[src/logic/pstat_consts.svh]
// Offsets, field positions and reset values of the core status word.
// Assumes inclusion by the main module only.
`ifndef PSTAT_CONSTS_SVH
`define PSTAT_CONSTS_SVH

`define PSTAT_OFF_STATUS    12'h0D0
`define PSTAT_OFF_ACC       12'h0D4
`define PSTAT_STATUS_RESET  8'h00
`define PSTAT_BIT_CARRY     7
`define PSTAT_BIT_AUX       6
`define PSTAT_BIT_USER0     5
`define PSTAT_BIT_BANK_HI   4
`define PSTAT_BIT_BANK_LO   3
`define PSTAT_BIT_EXCESS    2
`define PSTAT_BIT_USER1     1
`define PSTAT_BIT_PARITY    0
`define PSTAT_BANK_SHIFT    3

`endif

[src/logic/pstat_pkg.sv]
// Types shared by the status word block.
// Assumes the consts header sits beside it.
package pstat_pkg;

    // ********************
    // Status word layout
    // ********************
    typedef struct packed {
        logic       carryFlag;
        logic       auxCarryFlag;
        logic       userFlagZero;
        logic [1:0] bankSelect;
        logic       signedExcessFlag;
        logic       userFlagOne;
        logic       parityFlag;
    } pstat_word_s;

    // Flag update from the core datapath
    typedef struct packed {
        logic carryWe;
        logic carry;
        logic auxWe;
        logic aux;
        logic excessWe;
        logic excess;
    } pstat_alu_s;

endpackage : pstat_pkg

[src/logic/pstat_parity.sv]
// Even-parity flag from the accumulator.
// Assumes a purely combinational use in the main block.
`timescale 1ns/1ps
module pstat_parity #(
    parameter int WIDTH = 8
) (
    input  wire logic [WIDTH-1:0] accValue,
    output logic                  evenOnes
);
    logic [WIDTH:0] chain;

    assign chain[0] = 1'b1;
    genvar i;
    generate
        for (i = 0; i < WIDTH; i++) begin : g_par
            assign chain[i+1] = chain[i] ^ accValue[i];
        end
    endgenerate
    assign evenOnes = chain[WIDTH];
endmodule : pstat_parity

[src/logic/pstat_status_word.sv]
// Core status word: flags, bank select and parity, behind an APB slave.
// Assumes the core supplies accumulator value and ALU flag updates each cycle.
//
// The APB interface to the registers was left to the implementer.
`timescale 1ns/1ps
`include "pstat_consts.svh"
module pstat_status_word
    import pstat_pkg::*;
#(
    parameter int ACC_WIDTH = 8
) (
    input  wire logic                 clk_sys,
    input  wire logic                 rst,
    input  wire logic                 psel,
    input  wire logic                 penable,
    input  wire logic                 pwrite,
    input  wire logic [11:0]          paddr,
    input  wire logic [31:0]          pwdata,
    output logic      [31:0]          prdata,
    output logic                      pready,
    output logic                      pslverr,
    input  wire logic [ACC_WIDTH-1:0] accValue,
    input  wire pstat_alu_s           aluUpdate,
    output pstat_word_s               statusWord,
    output logic      [4:0]           bankBase
);

    // ********************
    // Register state
    // ********************
    pstat_word_s status_reg;
    logic        parityNow;
    logic        setupHit;
    logic        wrStatus;

    pstat_parity #(
        .WIDTH (ACC_WIDTH)
    ) u_parity (
        .accValue (accValue),
        .evenOnes (parityNow)
    );

    assign setupHit = psel && !penable;
    assign wrStatus = psel && penable && pready && pwrite
                      && (paddr == `PSTAT_OFF_STATUS);

    // Flags; ALU update wins over a software write in the same cycle
    always_ff @(posedge clk_sys or posedge rst) begin
        if (rst) begin
            status_reg <= pstat_word_s'(`PSTAT_STATUS_RESET);
        end else begin
            if (wrStatus) begin
                status_reg.userFlagZero <= pwdata[`PSTAT_BIT_USER0];
                status_reg.bankSelect   <= pwdata[`PSTAT_BIT_BANK_HI:`PSTAT_BIT_BANK_LO];
                status_reg.userFlagOne  <= pwdata[`PSTAT_BIT_USER1];
                status_reg.carryFlag        <= pwdata[`PSTAT_BIT_CARRY];
                status_reg.auxCarryFlag     <= pwdata[`PSTAT_BIT_AUX];
                status_reg.signedExcessFlag <= pwdata[`PSTAT_BIT_EXCESS];
            end
            if (aluUpdate.carryWe) begin
                status_reg.carryFlag <= aluUpdate.carry;
            end
            if (aluUpdate.auxWe) begin
                status_reg.auxCarryFlag <= aluUpdate.aux;
            end
            if (aluUpdate.excessWe) begin
                status_reg.signedExcessFlag <= aluUpdate.excess;
            end
            // Parity is read-only, always tracks the accumulator
            status_reg.parityFlag <= parityNow;
        end
    end

    // ********************
    // Outputs to the core
    // ********************
    always_ff @(posedge clk_sys or posedge rst) begin
        if (rst) begin
            statusWord <= pstat_word_s'(`PSTAT_STATUS_RESET);
            bankBase   <= 5'h00;
        end else begin
            statusWord <= status_reg;
            bankBase   <= {status_reg.bankSelect, 3'h0};
        end
    end

    // ********************
    // APB slave, no wait states
    // ********************
    always_ff @(posedge clk_sys or posedge rst) begin
        if (rst) begin
            pready  <= 1'b0;
            pslverr <= 1'b0;
            prdata  <= 32'h00000000;
        end else begin
            pready  <= setupHit;
            pslverr <= 1'b0;
            if (setupHit) begin
                unique case (paddr)
                    `PSTAT_OFF_STATUS: prdata <= {24'h000000, status_reg};
                    `PSTAT_OFF_ACC:    prdata <= 32'(accValue);
                    default: begin
                        prdata  <= 32'h00000000;
                        pslverr <= 1'b1;
                    end
                endcase
            end else begin
                prdata <= 32'h00000000;
            end
        end
    end

endmodule : pstat_status_word

[config.mk]
export PLATFORM = sky130hd
export DESIGN_NAME = pstat_status_word
export DESIGN_NICKNAME = d
export VERILOG_FILES = /design/src/logic/pstat_pkg.sv /design/src/logic/pstat_parity.sv /design/src/logic/pstat_status_word.sv
export VERILOG_INCLUDE_DIRS = /design/src /design/src/logic
export SDC_FILE = /design/constraint.sdc
export NUM_CORES = 1
export LEC_CHECK = 0
export BUFFER_PORTS_ARGS = -buffer_cell sky130_fd_sc_hd__buf_4
export CAP_MARGIN = 20
export CORE_UTILIZATION = 38
export DETAILED_ROUTE_END_ITERATION = 6
export GPL_TIMING_DRIVEN = 0
export PLACE_DENSITY = 0.79
export SLEW_MARGIN = 20
export SYNTH_ARGS = -nofsm -noshare
export SYNTH_HDL_FRONTEND = slang
export SYNTH_SLANG_ARGS = --single-unit
export TNS_END_PERCENT = 5
[constraint.sdc]
create_clock -name clk_sys -period 1.6 [get_ports clk_sys]
set_input_delay 0.32 -clock clk_sys [delete_from_list [all_inputs] [get_ports clk_sys]]
set_output_delay 0.32 -clock clk_sys [all_outputs]
set_load 0.01 [all_outputs]
* Word level (Yosys, flattened, before mapping)
Cells that the tools add are included.
** Cells by class
- Add/subtract/negate cells :: 0
- Multiply operators :: 0
- Div/mod/pow operators :: 0
- Magnitude comparators :: 0
- Eq/ne operators :: 2
- Shift-type cells :: 0
- Muxes and demuxes :: 8
- Bitwise gates (word level) :: 8
- Reduce and logical (&&, ||, !) cells :: 10
** Operators with widths (count)
- 32-bit 2-to-1 mux :: 1
- 12-bit by 8-bit equality test with 1-bit output, second input constant :: 2
- 8-bit one-hot mux with 2 select lines :: 1
- 7-bit 2-to-1 mux :: 1
- 1-bit bitwise XOR :: 7
- 2-bit nonzero test :: 3
- 1-bit logical AND :: 5
- 1-bit 2-to-1 mux :: 5
- 2-bit OR reduction :: 1
- 1-bit zero test :: 1
- 1-bit NOT :: 1
** Storage, ports and cells
- Flip-flop bits (word level) :: 50
- Bits in latches :: 0
- RAM bits :: 0
- Bits in read-only memories :: 0
- Bits of input ports :: 63
- Output and inout bits :: 47
- Word-level logic and storage cells :: 45
- Memories :: 0

* Longest topological paths before layout
- Depth in word-level cells :: 8
- Gate-level depth with buffers :: 4

* By module
Synthesis repeated with hierarchy kept, for this count alone.
** Unflattened totals
- Cell total of the unflattened synthesis :: 113
- Area total of the unflattened synthesis :: 1315.0 um^2
** By module, submodules not included
- pstat_status_word :: instances 1, cells each 106, area each 1253.7 um^2, seq. area each 650.6 um^2
- pstat_parity :: instances 1, cells each 7, area each 61.3 um^2, seq. area each 0.0 um^2

* Least setup slack after synthesis
OpenSTA, ideal clock, no wires.
- Path kind :: input port to flip-flop
- Start :: input port paddr[9]
- End :: register status_reg[2] in the netlist's numbering
- Arrival time :: 1653 ps
- Data required time :: 1496 ps
- Path slack :: -157 ps
- Stages on the path :: 3
- Buffers on the path :: 0
- Path through :: or4b_4 or4_4 o311ai_1
** On the way
- Cells in the longest elaborated chain, start to end :: 3
** RTL lines
- from (decl) :: RTL line pstat_status_word.sv:17 : input wire logic [11:0] paddr,
- 12-bit by 8-bit equality test with 1-bit output
- 1-bit logical AND :: RTL line pstat_status_word.sv:44 : assign wrStatus = psel && penable && pready && pwrite
- 2-bit nonzero test (no line)
- to (signal assigned) :: RTL line pstat_status_word.sv:50 : status_reg <= pstat_word_s'(`PSTAT_STATUS_RESET);
- to (decl) :: RTL line pstat_status_word.sv:31 : pstat_word_s status_reg;
Every way passes these cells.
A chain may end at the register's enable or synchronous reset.

* Worst setup path in the final report
- Start :: input port paddr[1]
- End :: register status_reg[7] in the netlist's numbering
Same word-level chain as after synthesis.

==> impl_metrics.json <==
{
  "worstHoldPathCells": 2,
  "outcome": "finished with violations",
  "fin_ws_ns": -0.01789,
  "grt_pass1_wl_mm": 3.960,
  "avgSynthCellArea_sq_um": 11.64,
  "final_common_cell": "buf_4",
  "nets": 265,
  "synth-adder-area-share_pct": 0,
  "dieArea_sq_um": 3700,
  "coreArea_sq_um": 3178,
  "netlist_area_sq_um": 1315,
  "drt_wl_total_mm": 2.664,
  "hold_viol_final": 0,
  "htreeDepth": 1,
  "drc": 0,
  "stdcell_count": 244,
  "dp_hpwl_mm": 2.197,
  "drtIter0Drc": 22,
  "die_y_um": 60.83,
  "ioPinCount": 110,
  "worstSetupPathType": "in2reg",
  "dpl-instance-area_sq_um": 1892,
  "die_w_um": 60.83,
  "layout_common_cells": "buf_4 (87), conb_1 (27), dfrtp_1 (26)",
  "start_util_pct": 41.38,
  "final_area_sq_um": 1948,
  "yosysUniqueCellTypes": 25,
  "synth_compound_area_share_pct": 3.996,
  "r2r_slack_ns": 0.05,
  "crit_required_ns": 1.81,
  "yosys_warnings": 0,
  "power_mw": 1.267,
  "setup_tns_ns": -0.03207,
  "synth_top_family_by_area": "buffers and inverters",
  "antenna_cells": 0,
  "finClkSkew_ns": 0.001570,
  "yosysSeqAreaShare_pct": 49.48,
  "cts_buffers": 3,
  "drv_slew": 0,
  "rsz0062_at_grt": "yes",
  "regToRegEndpoint": "status_reg[7]",
  "ir_worst_vdd_mv": 0.2577,
  "synthXorXnorAreaFrac_pct": 4.662,
  "grt_pass1_vias": 970,
  "failed_checks": "negative setup slack",
  "placed_cells": 239,
  "ant_nets": 0,
  "muxShareOfSynthArea_pct": 9.515,
  "pwr_density_cell_nw_per_um2": 650.2,
  "antenna_found_initial": 0,
  "grtUsageTotal_pct": 14.57,
  "period_share_pct": 101.1,
  "hold_start": "penable",
  "post-route-util_pct": 61.30,
  "slew_headroom_pct": 36.95,
  "vias": 1043,
  "r2r-start": "pready",
  "worst_slew_pin_slew_ns": 0.9447,
  "hold-path-endpoint": "pready",
  "setup_viol": 3,
  "period_needed_ns": 1.618,
  "grt_max_degree": 27,
  "worstSkewPairLatency_ns": 0.30,
  "syn_to_final_growth_pct": 48.14,
  "synthSimpleGateAreaFrac_pct": 13.99,
  "place.gp.congestion": 0.7262,
  "crit_fanout": 5,
  "numClockSinks": 26,
  "min_path_type": "in2reg",
  "clk_pin_slew_ns": 0.12,
  "end_kind": "flip-flop",
  "critical_path.startpoint_type": "primary input",
  "portBuffers": 56,
  "drv_cap": 0,
  "cts.path.max_buffers": 2,
  "power.leakage_nw": 1.071,
  "via_per_inst": 4.275,
  "wire_per_inst_um": 10.92,
  "fmax_mhz": 618.1,
  "final_layout_size_suffix_gt1_share_pct": 50.50,
  "pre_cts_slack_ns": -0.3715,
  "cp_data_arrival_time_ns": 1.83,
  "reg2regPathDepth": 3,
  "cts-root-buf": "clkbuf_4",
  "overflow": 0,
  "dr.pass1.iters": 3,
  "synth-seq-cells": 26,
  "hold_slack_ns": 0.1832,
  "syn_inst": 113,
  "cts_tree": "done",
  "rows": 20
}
-- worst max-delay path by stage --
stage / depth (start not counted) / startpoint / slack [ns] / endpoint
6_report: 4 / paddr[1] / -0.02 / status_reg[7]
5_1_grt: 5 / paddr[0] / -0.01 / status_reg[1]
4_1_cts: 4 / paddr[11] / -0.006 / status_reg[7]
3_5_place_dp: 4 / paddr[9] / -0.37 / status_reg[3]
3_3_place_gp: 4 / paddr[9] / -0.35 / status_reg[3]
2_1_floorplan: 3 / paddr[11] / -0.16 / status_reg[2]
-- timing repair --
item,in CTS,in global routing
cloned,0,0
hold buffers,0,0
pin swaps,1,4
gates resized for setup,2,1
setup buffers,1,1
setup endpoints to repair,6,7
-- cell usage after synthesis (all sizes together) --
cell type	n	area (sq um)
buf	30	222.7
dfrtp	26	650.6
mux2i	8	80.08
nor2	8	30.03
xnor2	7	61.31
inv	4	15.01
mux2	4	45.04
nor2b	4	25.02
nand2	3	11.26
o311ai	3	26.28
o41ai	3	26.28
or4b	2	23.77
and2	1	6.260
conb	1	3.750
nand3	1	5.000
nand4	1	6.260
nand4b	1	8.760
nand4bb	1	11.26
nor3	1	5.000
nor4	1	21.27
nor4b	1	8.760
nor4bb	1	10.01
or4	1	11.26
-- cell families after synthesis --
logic type             Yosys count
AO/OA/AOI/OAI                    6
XOR/XNOR                         7
buffers and inverters           34
flip-flops                      26
multiplexers                    12
other                            1
AND/OR/NAND/NOR                 27
-- metal layers --
layer | vias up | GRT usage (%) | share of wire, %
met4 | 0 | 4.870 | 0.45
met2 | 70 | 25.90 | 45
met3 | 2 | 3.412 | 12
li1 | 504 | - | -
met1 | 467 | 17.29 | 43
met5 | - | 0 | 0
-- final cells by class --
class                   instances  area [sq um]
fillers                       295          1230
flip-flops and latches         26         650.6
multi-input cells              79         546.8
repair buffers                 58         435.4
plain buffers                  30         222.7
well taps                      44         55.05
clock buffers                   3         22.52
inverters                       4         15.01
-- power breakdown --
part / switching, mW / internal, mW / leakage (nW) / total (mW)
sequential: 0.0168 / 0.693 / 0.346 / 0.710
combinational: 0.127 / 0.172 / 0.711 / 0.299
clock: 0.170 / 0.0878 / 0.0138 / 0.258
-- critical path, stage by stage --
cell	delay (ns)
buf_4	0.11
or4b_4	0.58
or4_4	0.58
o311ai_1	0.24
Note: power is estimated with default switching activity, not from simulation.
